### src/scg_defines.vh
/*
 * register map, field positions, reset values and masks of the sleep-mode clock gate block.
 * assumes a 32-bit AXI4-Lite register bus and one system clock domain.
 */
`ifndef SCG_DEFINES_VH
`define SCG_DEFINES_VH

// ****************************************************************
// register byte offsets within the system control region
// ****************************************************************
`define SCG_BASE_ADDR 32'h400F_E000
`define SCG_OFF_RUN_GATE 12'h0_104
`define SCG_OFF_SLEEP_GATE 12'h0_114
`define SCG_OFF_DEEP_GATE 12'h0_124
`define SCG_OFF_RUN_CFG 12'h0_060
`define SCG_OFF_POWER_STATE 12'h0_200

// ****************************************************************
// field positions
// ****************************************************************
`define SCG_BIT_CMP1 25
`define SCG_BIT_CMP0 24
`define SCG_BIT_TMR3 19
`define SCG_BIT_TMR2 18
`define SCG_BIT_TMR1 17
`define SCG_BIT_TMR0 16
`define SCG_BIT_TW1 14
`define SCG_BIT_TW0 12
`define SCG_BIT_SS1 5
`define SCG_BIT_SS0 4
`define SCG_BIT_AS2 2
`define SCG_BIT_AS1 1
`define SCG_BIT_AS0 0
`define SCG_BIT_AUTO_GATE 27

// ****************************************************************
// writable masks and reset values
// ****************************************************************
`define SCG_GATE_MASK 32'h030F_5037
`define SCG_CFG_MASK 32'h0800_0000
`define SCG_GATE_RESET 32'h0000_0000
`define SCG_CFG_RESET 32'h0000_0000

// power states
`define SCG_PWR_RUN 2'h0
`define SCG_PWR_SLEEP 2'h1
`define SCG_PWR_DEEP 2'h2

// axi response codes
`define SCG_RESP_OKAY 2'h0
`define SCG_RESP_SLVERR 2'h2

`endif

### src/scg_gate_cell.v
/*
 * one glitch-free clock gate cell: enable latched while the clock is low.
 * assumes a free-running source clock; the enable comes from the same clock domain.
 */
`timescale 1ns/100ps

module scg_gate_cell (
    input wire clk,
    input wire rst,
    input wire enable,
    output wire gated_clk
);

    reg enable_low;

    // capture the enable on the falling edge so the gate can only open or close while clk is low
    always @(negedge clk or posedge rst) begin
        if (rst) begin
            enable_low <= 1'b0;
        end else begin
            enable_low <= enable;
        end
    end

    assign gated_clk = clk & enable_low;

endmodule

### src/scg_sleep_gate.v
/*
 * sleep-mode clock gating control with its run and deep-sleep siblings, the auto gating
 * select, per-unit clock gates and the unclocked-unit bus fault decision.
 * assumes an AXI4-Lite master on clk, a power state input from the power manager on the
 * same clock, and that each peripheral bus decoder reports which unit an access targets.
 */
`timescale 1ns/100ps
`include "scg_defines.vh"

// Summary of operation
// set bit clocks unit, clear stops it
// access to unclocked unit returns bus fault
// sleep gate register resets to zero
// sleep gate register decoded at 0x114
// run, sleep, deep registers follow power state
// sleep sets used only with auto gating
// bits 25,24 gate analog comparators 1,0
// bits 19..16 gate timers 3..0
// bits 14,12 gate two-wire modules 1,0
// bits 5,4 gate synchronous serial 1,0
// reserved bits read zero, read-only
// software enables the units it needs
// bits 2..0 gate async serial 2..0
// writes to reserved bits are ignored
module scg_sleep_gate (
    input wire clk,
    input wire rst,
    // axi4-lite slave
    input wire [11:0] s_axi_awaddr,
    input wire s_axi_awvalid,
    output wire s_axi_awready,
    input wire [31:0] s_axi_wdata,
    input wire [3:0] s_axi_wstrb,
    input wire s_axi_wvalid,
    output wire s_axi_wready,
    output reg [1:0] s_axi_bresp,
    output reg s_axi_bvalid,
    input wire s_axi_bready,
    input wire [11:0] s_axi_araddr,
    input wire s_axi_arvalid,
    output wire s_axi_arready,
    output reg [31:0] s_axi_rdata,
    output reg [1:0] s_axi_rresp,
    output reg s_axi_rvalid,
    input wire s_axi_rready,
    // power state from the power manager
    input wire [1:0] power_state,
    // peripheral access check: one-hot unit select in the gate bit layout
    input wire periph_access,
    input wire [31:0] periph_unit_sel,
    output reg periph_fault,
    // effective enables and gated clocks
    output reg [31:0] unit_clk_en,
    output wire analog_comparator_one_gate,
    output wire analog_comparator_zero_gate,
    output wire gp_timer_3_gate,
    output wire gp_timer_2_gate,
    output wire gp_timer_1_gate,
    output wire gp_timer_0_gate,
    output wire twowire_1_gate,
    output wire twowire_0_gate,
    output wire sync_serial_1_gate,
    output wire sync_serial_0_gate,
    output wire async_serial_2_gate,
    output wire async_serial_1_gate,
    output wire async_serial_0_gate
);

    // ****************************************************************
    // state
    // ****************************************************************
    localparam ST_IDLE = 3'b001;
    localparam ST_RESP = 3'b010;
    localparam ST_HOLD = 3'b100;

    reg [31:0] run_clock_gate_1;
    reg [31:0] sleep_clock_gate_1;
    reg [31:0] deep_sleep_clock_gate_1;
    reg [31:0] run_clock_configuration;
    reg [2:0] wr_state;
    reg aw_held;
    reg w_held;
    reg [11:0] aw_addr;
    reg [31:0] w_data;
    reg [3:0] w_strb;
    reg [31:0] next_unit_clk_en;
    reg [31:0] rd_value;
    reg rd_hit;

    wire aw_take;
    wire w_take;
    wire ar_take;
    wire do_write;
    wire [11:0] wr_addr;
    wire [31:0] wr_data;
    wire [3:0] wr_strb;
    wire auto_gating;
    wire [9:0] wr_word;

    // ****************************************************************
    // helper functions
    // ****************************************************************

    // word index of a byte offset; the byte-lane bits are left to the strobes
    function [9:0] word_of;
        input [11:0] offs;
        begin
            word_of = offs[11:2];
        end
    endfunction

    // merge byte lanes of a write, then keep only writable bits
    function [31:0] merge_write;
        input [31:0] old_val;
        input [31:0] new_val;
        input [3:0] strb;
        input [31:0] mask;
        reg [31:0] lanes;
        begin
            lanes = {{8{strb[3]}}, {8{strb[2]}}, {8{strb[1]}}, {8{strb[0]}}};
            merge_write = ((old_val & ~lanes) | (new_val & lanes)) & mask;
        end
    endfunction

    // true when the word address names a mapped register
    function is_mapped;
        input [11:0] addr;
        begin
            is_mapped = (word_of(addr) == word_of(`SCG_OFF_RUN_GATE)) ||
                (word_of(addr) == word_of(`SCG_OFF_SLEEP_GATE)) ||
                (word_of(addr) == word_of(`SCG_OFF_DEEP_GATE)) ||
                (word_of(addr) == word_of(`SCG_OFF_RUN_CFG)) ||
                (word_of(addr) == word_of(`SCG_OFF_POWER_STATE));
        end
    endfunction

    // ****************************************************************
    // write channel
    // ****************************************************************

    // address and data are accepted independently, in either order, then held until the response
    assign s_axi_awready = wr_state[0] & ~aw_held;
    assign s_axi_wready = wr_state[0] & ~w_held;
    assign aw_take = s_axi_awvalid & s_axi_awready;
    assign w_take = s_axi_wvalid & s_axi_wready;
    assign do_write = wr_state[0] & (aw_held | aw_take) & (w_held | w_take);
    assign wr_addr = aw_held ? aw_addr : s_axi_awaddr;
    assign wr_data = w_held ? w_data : s_axi_wdata;
    assign wr_strb = w_held ? w_strb : s_axi_wstrb;
    // one decode of the write word, shared by every register below
    assign wr_word = word_of(wr_addr);

    always @(posedge clk or posedge rst) begin
        if (rst) begin
            wr_state <= ST_IDLE;
            aw_held <= 1'b0;
            w_held <= 1'b0;
            aw_addr <= 12'h0_000;
            w_data <= 32'h0000_0000;
            w_strb <= 4'h0;
            s_axi_bvalid <= 1'b0;
            s_axi_bresp <= `SCG_RESP_OKAY;
        end else begin
            case (wr_state)
                ST_IDLE: begin
                    if (do_write) begin
                        aw_held <= 1'b0;
                        w_held <= 1'b0;
                        s_axi_bvalid <= 1'b1;
                        s_axi_bresp <= is_mapped(wr_addr) ? `SCG_RESP_OKAY : `SCG_RESP_SLVERR;
                        wr_state <= ST_RESP;
                    end else begin
                        if (aw_take) begin
                            aw_held <= 1'b1;
                            aw_addr <= s_axi_awaddr;
                        end
                        if (w_take) begin
                            w_held <= 1'b1;
                            w_data <= s_axi_wdata;
                            w_strb <= s_axi_wstrb;
                        end
                    end
                end
                ST_RESP: begin
                    if (s_axi_bready) begin
                        s_axi_bvalid <= 1'b0;
                        wr_state <= ST_HOLD;
                    end
                end
                ST_HOLD: begin
                    // one idle cycle keeps channel ready low right after a response
                    wr_state <= ST_IDLE;
                end
                default: begin
                    wr_state <= ST_IDLE;
                end
            endcase
        end
    end

    // ****************************************************************
    // registers
    // ****************************************************************

    // reserved positions are masked off on every write, so they stay zero
    always @(posedge clk or posedge rst) begin
        if (rst) begin
            run_clock_gate_1 <= `SCG_GATE_RESET;
            sleep_clock_gate_1 <= `SCG_GATE_RESET;
            deep_sleep_clock_gate_1 <= `SCG_GATE_RESET;
            run_clock_configuration <= `SCG_CFG_RESET;
        end else if (do_write) begin
            if (wr_word == word_of(`SCG_OFF_RUN_GATE)) begin
                run_clock_gate_1 <= merge_write(run_clock_gate_1, wr_data, wr_strb, `SCG_GATE_MASK);
            end
            if (wr_word == word_of(`SCG_OFF_SLEEP_GATE)) begin
                sleep_clock_gate_1 <= merge_write(sleep_clock_gate_1, wr_data, wr_strb, `SCG_GATE_MASK);
            end
            if (wr_word == word_of(`SCG_OFF_DEEP_GATE)) begin
                deep_sleep_clock_gate_1 <= merge_write(deep_sleep_clock_gate_1, wr_data, wr_strb, `SCG_GATE_MASK);
            end
            if (wr_word == word_of(`SCG_OFF_RUN_CFG)) begin
                run_clock_configuration <= merge_write(run_clock_configuration, wr_data, wr_strb, `SCG_CFG_MASK);
            end
        end
    end

    // ****************************************************************
    // read channel
    // ****************************************************************
    assign s_axi_arready = ~s_axi_rvalid;
    assign ar_take = s_axi_arvalid & s_axi_arready;

    // reserved bits are never stored, so they read back as zero
    always @* begin
        rd_hit = 1'b1;
        rd_value = 32'h0000_0000;
        case (s_axi_araddr[11:2])
            word_of(`SCG_OFF_RUN_GATE): rd_value = run_clock_gate_1;
            word_of(`SCG_OFF_SLEEP_GATE): rd_value = sleep_clock_gate_1;
            word_of(`SCG_OFF_DEEP_GATE): rd_value = deep_sleep_clock_gate_1;
            word_of(`SCG_OFF_RUN_CFG): rd_value = run_clock_configuration;
            word_of(`SCG_OFF_POWER_STATE): rd_value = {30'h0000_0000, power_state};
            default: rd_hit = 1'b0;
        endcase
    end

    always @(posedge clk or posedge rst) begin
        if (rst) begin
            s_axi_rvalid <= 1'b0;
            s_axi_rdata <= 32'h0000_0000;
            s_axi_rresp <= `SCG_RESP_OKAY;
        end else if (ar_take) begin
            s_axi_rvalid <= 1'b1;
            s_axi_rdata <= rd_value;
            s_axi_rresp <= rd_hit ? `SCG_RESP_OKAY : `SCG_RESP_SLVERR;
        end else if (s_axi_rready) begin
            s_axi_rvalid <= 1'b0;
        end
    end

    // ****************************************************************
    // gate selection by power state
    // ****************************************************************
    assign auto_gating = run_clock_configuration[`SCG_BIT_AUTO_GATE];

    // without auto gating the run set stays in force in every state
    always @* begin
        next_unit_clk_en = run_clock_gate_1;
        if (auto_gating) begin
            case (power_state)
                `SCG_PWR_SLEEP: next_unit_clk_en = sleep_clock_gate_1;
                `SCG_PWR_DEEP: next_unit_clk_en = deep_sleep_clock_gate_1;
                // code 3 names no state, so it falls back to the run set
                default: next_unit_clk_en = run_clock_gate_1;
            endcase
        end
    end

    // registered so the gate cells see a clean, glitch-free enable
    always @(posedge clk or posedge rst) begin
        if (rst) begin
            unit_clk_en <= `SCG_GATE_RESET;
        end else begin
            unit_clk_en <= next_unit_clk_en & `SCG_GATE_MASK;
        end
    end

    // ****************************************************************
    // bus fault for unclocked units
    // ****************************************************************

    // fault whenever the selected unit has no clock; a limitation is that the
    // check uses the enable one cycle old, matching what the gate cell applies
    always @(posedge clk or posedge rst) begin
        if (rst) begin
            periph_fault <= 1'b0;
        end else begin
            periph_fault <= periph_access & ((periph_unit_sel & unit_clk_en) == 32'h0000_0000);
        end
    end

    // ****************************************************************
    // per-unit clock gates
    // ****************************************************************
    wire [12:0] gated;
    wire [12:0] gate_en;

    assign gate_en = {unit_clk_en[`SCG_BIT_CMP1], unit_clk_en[`SCG_BIT_CMP0],
                      unit_clk_en[`SCG_BIT_TMR3], unit_clk_en[`SCG_BIT_TMR2],
                      unit_clk_en[`SCG_BIT_TMR1], unit_clk_en[`SCG_BIT_TMR0],
                      unit_clk_en[`SCG_BIT_TW1], unit_clk_en[`SCG_BIT_TW0],
                      unit_clk_en[`SCG_BIT_SS1], unit_clk_en[`SCG_BIT_SS0],
                      unit_clk_en[`SCG_BIT_AS2], unit_clk_en[`SCG_BIT_AS1],
                      unit_clk_en[`SCG_BIT_AS0]};

    genvar gi;
    generate
        for (gi = 0; gi < 13; gi = gi + 1) begin : g_gate
            scg_gate_cell u_cell (
                .clk(clk),
                .rst(rst),
                .enable(gate_en[gi]),
                .gated_clk(gated[gi])
            );
        end
    endgenerate

    assign analog_comparator_one_gate = gated[12];
    assign analog_comparator_zero_gate = gated[11];
    assign gp_timer_3_gate = gated[10];
    assign gp_timer_2_gate = gated[9];
    assign gp_timer_1_gate = gated[8];
    assign gp_timer_0_gate = gated[7];
    assign twowire_1_gate = gated[6];
    assign twowire_0_gate = gated[5];
    assign sync_serial_1_gate = gated[4];
    assign sync_serial_0_gate = gated[3];
    assign async_serial_2_gate = gated[2];
    assign async_serial_1_gate = gated[1];
    assign async_serial_0_gate = gated[0];

endmodule

### config.mk
export PLATFORM = sky130hd
export DESIGN_NAME = scg_sleep_gate
export DESIGN_NICKNAME = d
export VERILOG_FILES = /design/src/scg_gate_cell.v /design/src/scg_sleep_gate.v
export VERILOG_INCLUDE_DIRS = /design/src
export SDC_FILE = /design/constraint.sdc
export NUM_CORES = 1
export LEC_CHECK = 0
export BUFFER_PORTS_ARGS = -buffer_cell sky130_fd_sc_hd__buf_2
export CAP_MARGIN = 10
export CORE_ASPECT_RATIO = 0.7
export CORE_UTILIZATION = 46
export CTS_CLUSTER_DIAMETER = 200
export DETAILED_ROUTE_END_ITERATION = 12
export PLACE_DENSITY = 0.86
export SKIP_LAST_GASP = 1
export SLEW_MARGIN = 5
export SYNTH_ARGS = -nofsm -noshare
export SYNTH_HDL_FRONTEND = slang
export SYNTH_SLANG_ARGS = --single-unit
### constraint.sdc
create_clock -name clk -period 3 [get_ports clk]
set_input_delay 0.15 -clock clk [delete_from_list [all_inputs] [get_ports clk]]
set_output_delay 0.15 -clock clk [all_outputs]
set_load 0.02 [all_outputs]
==> results of run 1 <==
## cells in the mapped netlist, types with 3 or more instances
master / instances / share of area (%)
nand2_1: 36 / 2.3
nand3_4: 3 / 0.89
o21ai_0: 29 / 2.5
mux2_4: 5 / 1.3
a21oi_1: 6 / 0.51
clkbuf_1: 10 / 0.64
and2_1: 13 / 1.4
inv_1: 8 / 0.51
mux2_1: 16 / 3.1
mux2i_1: 13 / 2.2
a22o_1: 12 / 1.8
dfrtp_1: 104 / 44
buf_1: 4 / 0.26
nand3_1: 9 / 0.77
mux2_2: 68 / 13
buf_4: 53 / 6.8
nand2b_1: 3 / 0.32
a31oi_1: 4 / 0.43
a22oi_1: 19 / 2.4
nand3_2: 6 / 1.0
and3_1: 3 / 0.32
nor2b_1: 8 / 0.85
dfrtn_1: 13 / 5.5
nor2_1: 14 / 0.89
## worst max-delay path by stage
stage / start / end / slack, ns
after floorplan: rst / g_gate[0].u_cell.enable_low / 0.01
after global placement: g_gate[10].u_cell.enable_low / gp_timer_3_gate / 0.74
after detailed placement: g_gate[9].u_cell.enable_low / gp_timer_2_gate / 0.72
after CTS: g_gate[7].u_cell.enable_low / gp_timer_0_gate / 0.12
after global routing: g_gate[2].u_cell.enable_low / async_serial_2_gate / 0.11
final: g_gate[7].u_cell.enable_low / gp_timer_0_gate / 0.15
## area by class of cell
| cell class | count | area, um^2 |
|---|---|---|
| multi-input combinational | 340 | 2560 |
| clock buffer | 43 | 729 |
| timing repair buffer | 142 | 926 |
| sequential | 118 | 2950 |
| tap | 162 | 203 |
| clock inverter | 12 | 175 |
| inverter | 8 | 33.8 |
| fill | 940 | 4840 |
## where the power goes
part	switching (uW)	internal [uW]	leakage, uW
Clock	866	1910	0.000517
Sequential	186	1890	0.00156
Combinational	749	624	0.00159
## cells in the final DEF (no fill, tap or decap), drive strengths merged, types with 2 or more instances in the layout
cell | Yosys | final
a21oi | 6 | 6
a221oi | 2 | 2
a22o | 12 | 12
a22oi | 19 | 19
a31oi | 4 | 4
a32oi | 2 | 2
and2 | 13 | 13
and3 | 3 | 3
buf | 60 | 116
bufinv | 0 | 4
clkbuf | 10 | 30
clkinv | 0 | 4
clkinvlp | 0 | 3
conb | 1 | 39
dfrtn | 13 | 13
dfrtp | 104 | 104
dlygate4sd3 | 0 | 39
ha | 2 | 2
inv | 8 | 9
mux2 | 89 | 89
mux2i | 13 | 13
nand2 | 36 | 36
nand2b | 3 | 3
nand3 | 18 | 18
nand4 | 2 | 2
nand4b | 2 | 2
nor2 | 16 | 16
nor2b | 8 | 8
nor3 | 2 | 2
o21ai | 29 | 29
o22a | 2 | 2
## critical path: cells and delay by family, from the launching register on
family / cells / cell delay, ns
flops: 1 / 0.39
simple gates: 1 / 0.13
buf+inv: 1 / 0.16
## kinds of logic (layout without fill, tap and decap cells)
group / count (synthesis) / after routing / synth area share (%)
muxes: 102 / 102 / 19.6
AOI/OAI and AO/OA: 86 / 86 / 10.2
adders and majority gates: 2 / 2 / 0.426
DFF: 118 / 118 / 50.3
and+or+nand+nor: 111 / 111 / 10.8
buffers and inverters: 78 / 205 / 8.61
other: 1 / 39 / 0.0639
## metrics by stage
| stage | util, % | hold slack (ns) | power, uW | std cells |
|---|---|---|---|---|
| 3_3_place_gp | 51.1 | 0.120 | 3340 | 744 |
| 4_1_cts | 61.0 | 0.0379 | 6260 | 825 |
| 2_1_floorplan | - | 0.246 | 3130 | 536 |
| 6_report | 61.0 | 0.0963 | 6220 | 825 |
| 5_1_grt | 61.0 | 0.125 | 6520 | 825 |
| 3_5_place_dp | 51.1 | 0.125 | 3430 | 744 |
## layer usage
layer  wire length (um)  global-route usage, %  part of all wire, %
met5                  0                      0                    0
met3               1110                   8.76                  7.7
met1               6280                   29.1                   43
met4                243                   11.1                  1.7
met2               6830                   36.3                   47
==> results.md, run 1 <==
* GRT Overall Usage at 23.4%
* Drt first pass iters at 5
* Die W at 137 um
* Share of post-route cells with drive strength above 1 at 36.8%
* P&R area growth vs syn at 29.0%
* First-pass GRT wire length at 22300 um
* HP Class: in2reg
* Hold buffers post-CTS at 39
* R2R depth at 6
* RR Startpoint: aw_held
* Worst Tran Pin Value at 0.973 ns
* EDFF count, synth at 0
* Crit path max fanout at 1
* Core Box Area at 12400 um^2
* Final hold violation count at 0
* Synth Warn # at 0
* Flop2flop setup slack at 0.71 ns
* Max_slew headroom at 35.1%
* # nets final at 752
* Design Area, Final at 7580 um^2
* Layout Skew at 0.00750 ns
* Initial DRC Count at 355
* Mean Syn Cell Area at 11.8 um^2
* Crit. End Element: primary output
* Placed instance area at 6350 um^2
* Status: completed
* Clk pin slew, worst setup/hold paths at 0.05 ns
* Hpwl dp at 9390 um
* Hold path start: s_axi_araddr[10]
* Final setup violation count at 0
* Synth Instances at 498
* N_diodes at 0
* Overflow after GRT at 0
* Critical path class: reg2out
* Reg2reg end: w_strb[3]
* Worst EP required at 2.85 ns
* CP max stage delay at 0.39 ns
* Routability Congestion at 0.823
* CP arrival at 2.70 ns
* Post-CTS Setup Inserts at 0
* Average wire per standard cell at 17.5 um
* Synth unique cells at 54
* Final WS setup at 0.145 ns
* Die height at 96.5 um
* Drt total wl at 14500 um
* Number of I/O pins at 189
* CP Launch Type: flip-flop
* Async S/R FF share, synth at 100%
* PwrDens at 821 nW/um^2
* Max-slew violations at 0
* Worst hold endpoint: s_axi_rresp[1]
* CTS tree: done
* Yosys reg bits at 118
* Vias per inst at 5.39
* Crit-path cells: and2_1, buf_2
* Post-route DRC violation count at 0
* Die ar. at 13200 um^2
* Initial Util at 47.3%
* Initial antenna violation count at 0
* Max-cap viol count at 0
* Setup WS pre-CTS at 0.724 ns
* RSZ-0062 raised after global routing: no
* # port buffers at 108
* Leakage at 0.00367 uW
* Sequential share of the synthesized area at 50.3%
* Worst-skew pair later-pin latency at 0.53 ns
* Hold depth at 4
* Number of global-route vias before repair at 4419
* Via count of the routed design at 4450
* Setup tns final at 0 ns
* Antenna viol nets, final at 0
* Syn Std Cell Area at 5870 um^2
* Slowest CP cell: dfrtn_1
* Worst-case vdd ir drop at 699 uV
* Num rows at 34
* Prevailing post-synth register cell: dfrtp_1
* PostCTS Resize Cnt at 0
* Largest net degree at the start of global routing at 77
Note: power is estimated with default switching activity, not from simulation.
==> run 2, diff against run 1 <==
--- a/config.mk
+++ b/config.mk
@@ -12,7 +12,7 @@
 export CORE_UTILIZATION = 46
 export CTS_CLUSTER_DIAMETER = 200
 export DETAILED_ROUTE_END_ITERATION = 12
-export PLACE_DENSITY = 0.86
+export PLACE_DENSITY = 0.74
 export SKIP_LAST_GASP = 1
 export SLEW_MARGIN = 5
 export SYNTH_ARGS = -nofsm -noshare
==> run 2 against run 1 <==
Against the previous run: combinational power about the same; non-clock buffer count decreased by 1; count of clock-buffer cells in the layout decreased by 1; power decreased by 4.1%; sequential share of layout area increased by 0.30 points; cell area decreased by 0.76%; utilization decreased by 0.46 points; worst hold slack got worse by 0.031 ns; final cell count decreased by 0.12%; clock power decreased by 9.0%; setup slack improved by 0.016 ns.
==> results.md, run 2 (synthesis results as in run 1) <==
* Status: completed
* PostCTS Resize Cnt at 0 (unchanged)
* Initial DRC Count at 270 (-24%)
* Antenna viol nets, final at 0 (unchanged)
* RSZ-0062 raised after global routing: no
* Number of global-route vias before repair at 4414 (-0.11%)
* Crit path launch: g_gate[9].u_cell.enable_low
* Core Box Area at 12400 um^2 (unchanged)
* Max-cap viol count at 0 (unchanged)
* Crit path max fanout at 1 (unchanged)
* CP arrival at 2.69 ns (about the same)
* Initial Util at 47.3% (unchanged)
* Worst-case vdd ir drop at 531 uV (-24%)
* Setup tns final at 0 ns (unchanged)
* Crit path to: gp_timer_2_gate
* Final hold violation count at 0 (unchanged)
* RR Startpoint: aw_held
* CTS tree: done
* Crit. End Element: primary output
* WP buf/inv at 1 (unchanged)
* Flop2flop setup slack at 0.67 ns (-0.04 ns)
* P&R area growth vs syn at 28.0%
* Final core occ at 60.5% (-0.46 points)
* Die ar. at 13200 um^2 (unchanged)
* Initial antenna violation count at 0 (unchanged)
* Number of I/O pins at 189 (unchanged)
* Crit-path cells: and2_1, buf_2
* Overall power at 5970 uW (-4.1%)
* Critical path class: reg2out
* PwrDens at 794 nW/um^2 (-3.4%)
* Layout Skew at 0.00643 ns (-0.00107 ns)
* Clk pin slew, worst setup/hold paths at 0.05 ns (about the same)
* Slowest CP cell: dfrtn_1
* Routability Congestion at 0.813 (-1.2%)
* Commonest non-fill, non-tap cell in the layout: buf_2
* Num rows at 34 (unchanged)
* Drt first pass iters at 4 (-1)
* Overflow after GRT at 0 (unchanged)
* Drt total wl at 13900 um (-3.9%)
* Max-slew violations at 0 (unchanged)
* Post-CTS Setup Inserts at 0 (unchanged)
* Worst EP required at 2.85 ns (about the same)
* Stages on the worst setup path at 2 (unchanged)
* CP max stage delay at 0.38 ns (about the same)
* Post-route DRC violation count at 0 (unchanged)
* # port buffers at 108 (unchanged)
* Share of post-route cells with drive strength above 1 at 37.0% (+0.21 points)
* Die W at 137 um (unchanged)
* Worst Tran Pin Value at 1.08 ns (+0.104 ns)
* Vias per inst at 5.23 (-3.1%)
* Most frequent cells in the layout: buf_2 (108), dfrtp_1 (104), mux2_2 (68)
* First-pass GRT wire length at 21500 um (-3.7%)
* # nets final at 751 (-0.13%)
* Worst-skew pair later-pin latency at 0.52 ns (about the same)
* Final setup violation count at 0 (unchanged)
* N_diodes at 0 (unchanged)
* Die height at 96.5 um (unchanged)
* Largest net degree at the start of global routing at 89 (+16%)
* CP Launch Type: flip-flop
* Setup WS pre-CTS at 0.724 ns (-0.000603 ns)
* GRT Overall Usage at 22.6% (-0.86 points)
* Leakage at 0.00364 uW (-0.79%)
* Average wire per standard cell at 16.9 um (-3.8%)
* Final WS setup at 0.162 ns (+0.0163 ns)
* Hpwl dp at 9300 um (-0.92%)
* R2R depth at 6 (unchanged)
* Cell family with most CP delay: flip-flops
* Max_slew headroom at 28.2% (-7.0 points)
* HP Class: in2reg
* Via count of the routed design at 4307 (-3.2%)
==> run 2: changes by cell type in the layout (fill, tap and decap cells not counted), moves of 2 or more <==
cell / previous run / this run
clkinvlp_4: 3 / 5
clkbuf_16: 25 / 27
bufinv_16: 4 / 0
clkinv_4: 1 / 5
clkbuf_1: 3 / 1
==> run 2: how the worst min path moves through the flow <==
| stage | startpoint | endpoint | slack (ns) | cells after the start |
|---|---|---|---|---|
| 6_report | s_axi_araddr[10] | s_axi_rresp[1] | 0.07 | 4 |
| 5_1_grt | s_axi_araddr[10] | s_axi_rresp[1] | 0.07 | 4 |
| 4_1_cts | s_axi_araddr[10] | s_axi_rresp[1] | 0.06 | 4 |
| 3_5_place_dp | rst | periph_fault | 0.27 | 2 |
| 3_3_place_gp | rst | periph_fault | 0.27 | 2 |
| 2_1_floorplan | s_axi_rready | s_axi_rvalid | 0.25 | 1 |
==> run 2: worst reg2reg max path, cell delays in order (launching register included) <==
cell and delay, ns:
dfrtp_1 0.36, buf_4 0.26, mux2i_1 0.41, nand2_1 0.16, nor2_1 0.26, nand3_1 0.37, mux2_2 0.39
==> run 2: repair_timing <==
action                                  in CTS  in global routing
endpoints found under the setup margin       0                  0
hold endpoints to repair                    53                  0
hold buffers                                39                  0
==> run 2: metrics by stage <==
| stage | cells | hold slack (ns) | area [um^2] |
|---|---|---|---|
| 5_1_grt | 824 | 0.0747 | 7520 |
| 4_1_cts | 824 | 0.0622 | 7520 |
| 2_1_floorplan | 536 | 0.246 | 6020 |
| 3_3_place_gp | 743 | 0.275 | 6340 |
| 6_report | 824 | 0.0652 | 7520 |
| 3_5_place_dp | 743 | 0.273 | 6340 |
==> run 2: area by class of cell <==
cell class	count	area, um^2
inverter	8	33.8
fill	968	4900
tap	162	203
clock buffer	42	758
multi-input combinational	340	2560
clock inverter	13	96.3
sequential	118	2950
timing repair buffer	141	918
==> run 2: report_power, final <==
part	total, uW	switching (uW)	internal (uW)
clock network	2530	882	1650
registers	2100	208	1890
logic	1340	713	624
total	5970	1800	4160
==> run 2: layer usage <==
metal | part of all wire [%] | vias to the layer above | wire length, um | GRT usage (%)
met3 | 6.7 | 27 | 933 | 6.94
met5 | 0 | - | 0 | 0
met1 | 44 | 2116 | 6170 | 28.1
li1 | - | 2001 | - | -
met2 | 47 | 163 | 6550 | 35.2
met4 | 1.8 | 0 | 248 | 12.5
==> run 3, diff against run 2 <==
--- a/config.mk
+++ b/config.mk
@@ -8,11 +8,14 @@
 export LEC_CHECK = 0
 export BUFFER_PORTS_ARGS = -buffer_cell sky130_fd_sc_hd__buf_2
 export CAP_MARGIN = 10
+export CELL_PAD_IN_SITES_DETAIL_PLACEMENT = 1
+export CELL_PAD_IN_SITES_GLOBAL_PLACEMENT = 1
 export CORE_ASPECT_RATIO = 0.7
-export CORE_UTILIZATION = 46
+export CORE_UTILIZATION = 37
+export CTS_BUF_LIST = sky130_fd_sc_hd__clkbuf_8
 export CTS_CLUSTER_DIAMETER = 200
 export DETAILED_ROUTE_END_ITERATION = 12
-export PLACE_DENSITY = 0.74
+export PLACE_DENSITY = 0.77
 export SKIP_LAST_GASP = 1
 export SLEW_MARGIN = 5
 export SYNTH_ARGS = -nofsm -noshare
==> run 3 against run 2 <==
Against the previous run: the run now ends with DRC left; utilization shrank 13 points; combinational power grew 5%; first-iteration DRC count shrank 43%; final cell count grew 4.9%; largest cell class unchanged; sequential share of layout area grew 0.70 points; sequential cell count is the same; critical path type unchanged.
==> results.md, run 3 (synthesis results as in run 1) <==
* Crit path max fanout at 1 (unchanged)
* Critical path class: reg2out
* Via count of the routed design at 4359 (+1.2%)
* Most frequent cells in the layout: buf_2 (108), dfrtp_1 (104), mux2_2 (68)
* Crit. End Element: primary output
* Layout Skew at 0.0350 ns (+0.0285 ns)
* RSZ-0062 raised after global routing: no
* Final hold violation count at 0 (unchanged)
* Setup WS pre-CTS at 0.667 ns (-0.0564 ns)
* Commonest non-fill, non-tap cell in the layout: buf_2
* Hold buffers post-CTS at 40 (+2.6%)
* PwrDens at 755 nW/um^2 (-4.9%)
* Failing checks: DRC
* Worst EP required at 2.85 ns (about the same)
* CP Launch Type: flip-flop
* Max-cap viol count at 0 (unchanged)
* Number of I/O pins at 189 (unchanged)
* Clk pin slew, worst setup/hold paths at 0.08 ns (+0.03 ns)
* Post-CTS Setup Inserts at 0 (unchanged)
* Overall power at 5580 uW (-6.6%)
* P&R area growth vs syn at 25.8%
* GRT Overall Usage at 20.7% (-1.8 points)
* Number of global-route vias before repair at 4767 (+8.0%)
* Crit-path cells: and2_1, buf_2
* Max-slew violations at 0 (unchanged)
* Status: finished with violations
* WP buf/inv at 1 (unchanged)
* Vias per inst at 5.05 (-3.5%)
* # port buffers at 108 (unchanged)
* Initial DRC Count at 155 (-43%)
* Final WS setup at 0.157 ns (-0.00462 ns)
* Setup tns final at 0 ns (unchanged)
* Multi-input logic area at 2560 um^2 (unchanged)
* Final setup violation count at 0 (unchanged)
* Hpwl dp at 10900 um (+17%)
* CP max stage delay at 0.40 ns (+0.02 ns)
* Average wire per standard cell at 18.3 um (+8.6%)
* CP arrival at 2.69 ns (about the same)
* Die ar. at 16400 um^2 (+24%)
* Largest net degree at the start of global routing at 62 (-30%)
* Filler cell count at 1688 (+74%)
* Slowest CP cell: dfrtn_1
* Drt first pass iters at 9 (+5)
* HP Class: in2async
* PostCTS Resize Cnt at 0 (unchanged)
* Worst-case vdd ir drop at 315 uV (-41%)
* CTS tree: done
* First-pass GRT wire length at 25300 um (+18%)
* Routability Congestion at 0.809 (-0.50%)
* # nets final at 754 (+0.40%)
* Cell family with most CP delay: flip-flops
* Share of post-route cells with drive strength above 1 at 37.2% (+0.19 points)
* Register area at 2950 um^2 (unchanged)
* Leakage at 0.00358 uW (-1.6%)
* Max_slew headroom at 39.3% (+11 points)
* Worst-skew pair later-pin latency at 0.56 ns (+0.04 ns)
* Final core occ at 47.7% (-13 points)
* Initial antenna violation count at 0 (unchanged)
* N_diodes at 0 (unchanged)
* Overflow after GRT at 0 (unchanged)
* Core Box Area at 15500 um^2 (+25%)
* Die height at 107 um (+11%)
* Die W at 153 um (+11%)
* Num rows at 38 (+12%)
* Initial Util at 37.9% (-9.4 points)
* Drt total wl at 15800 um (+14%)
* Worst Tran Pin Value at 0.911 ns (-0.166 ns)
* Antenna viol nets, final at 0 (unchanged)
* Post-route DRC violation count at 11 (+11)
run 3: changes by cell type in the layout (fill, tap and decap cells not counted), sizes merged:
| cell | delta |
|---|---|
| clkinvlp | -4 |
| bufinv | +5 |
| clkinv | -5 |
| inv | +7 |
| clkbuf | -4 |
| buf | +2 |
| dlygate4sd3 | +1 |
run 3: worst min-delay path, stage by stage:
cell	delay, ns
dlygate4sd3_1	0.53
buf_2	0.13
clkinvlp_4	0.25
run 3: where the power goes:
group | switching, uW | internal (uW)
clock | 841 | 1250
sequential | 192 | 1880
combinational | 780 | 627
total | 1810 | 3760
run 3: through the flow:
step | instances | instance area, um^2 | hold slack, ns
global placement | 783 | 6400 | 0.155
detailed placement | 783 | 6400 | 0.153
finish | 864 | 7390 | 0.112
CTS | 864 | 7390 | 0.107
global route | 864 | 7390 | 0.134
floorplan | 536 | 6020 | 0.246
run 3: area by class of cell:
class	count	share of cell area, %
repair buffers	144	12.8
clock inverters	16	3.27
multi-input cells	340	34.6
inverters	8	0.457
well taps	200	3.39
flip-flops and latches	118	40.0
clock buffers	38	5.54
run 3: worst paths after layout:
kind | slack [ns] | startpoint | to | cells after the start
worst max-delay path | 0.16 | g_gate[6].u_cell.enable_low | twowire_1_gate | 2
worst min-delay path | 0.11 | rst | periph_fault | 3
worst max register to register | 0.65 | aw_held | w_data[19] | 6
worst min register to register | 0.49 | w_strb[1] | w_strb[1] | 1
max in group asynchronous | 1.21 | rst | g_gate[0].u_cell.enable_low | 3
min in group clk | 0.15 | s_axi_araddr[7] | s_axi_rdata[1] | 5
run 3: routing by layer:
layer	global-route usage (%)	part of all wire, %	up-vias
li1	-	-	2001
met1	24.0	43	2195
met2	34.3	50	131
met3	7.13	5.2	32
met4	11.1	2.1	0
met5	0	0	-
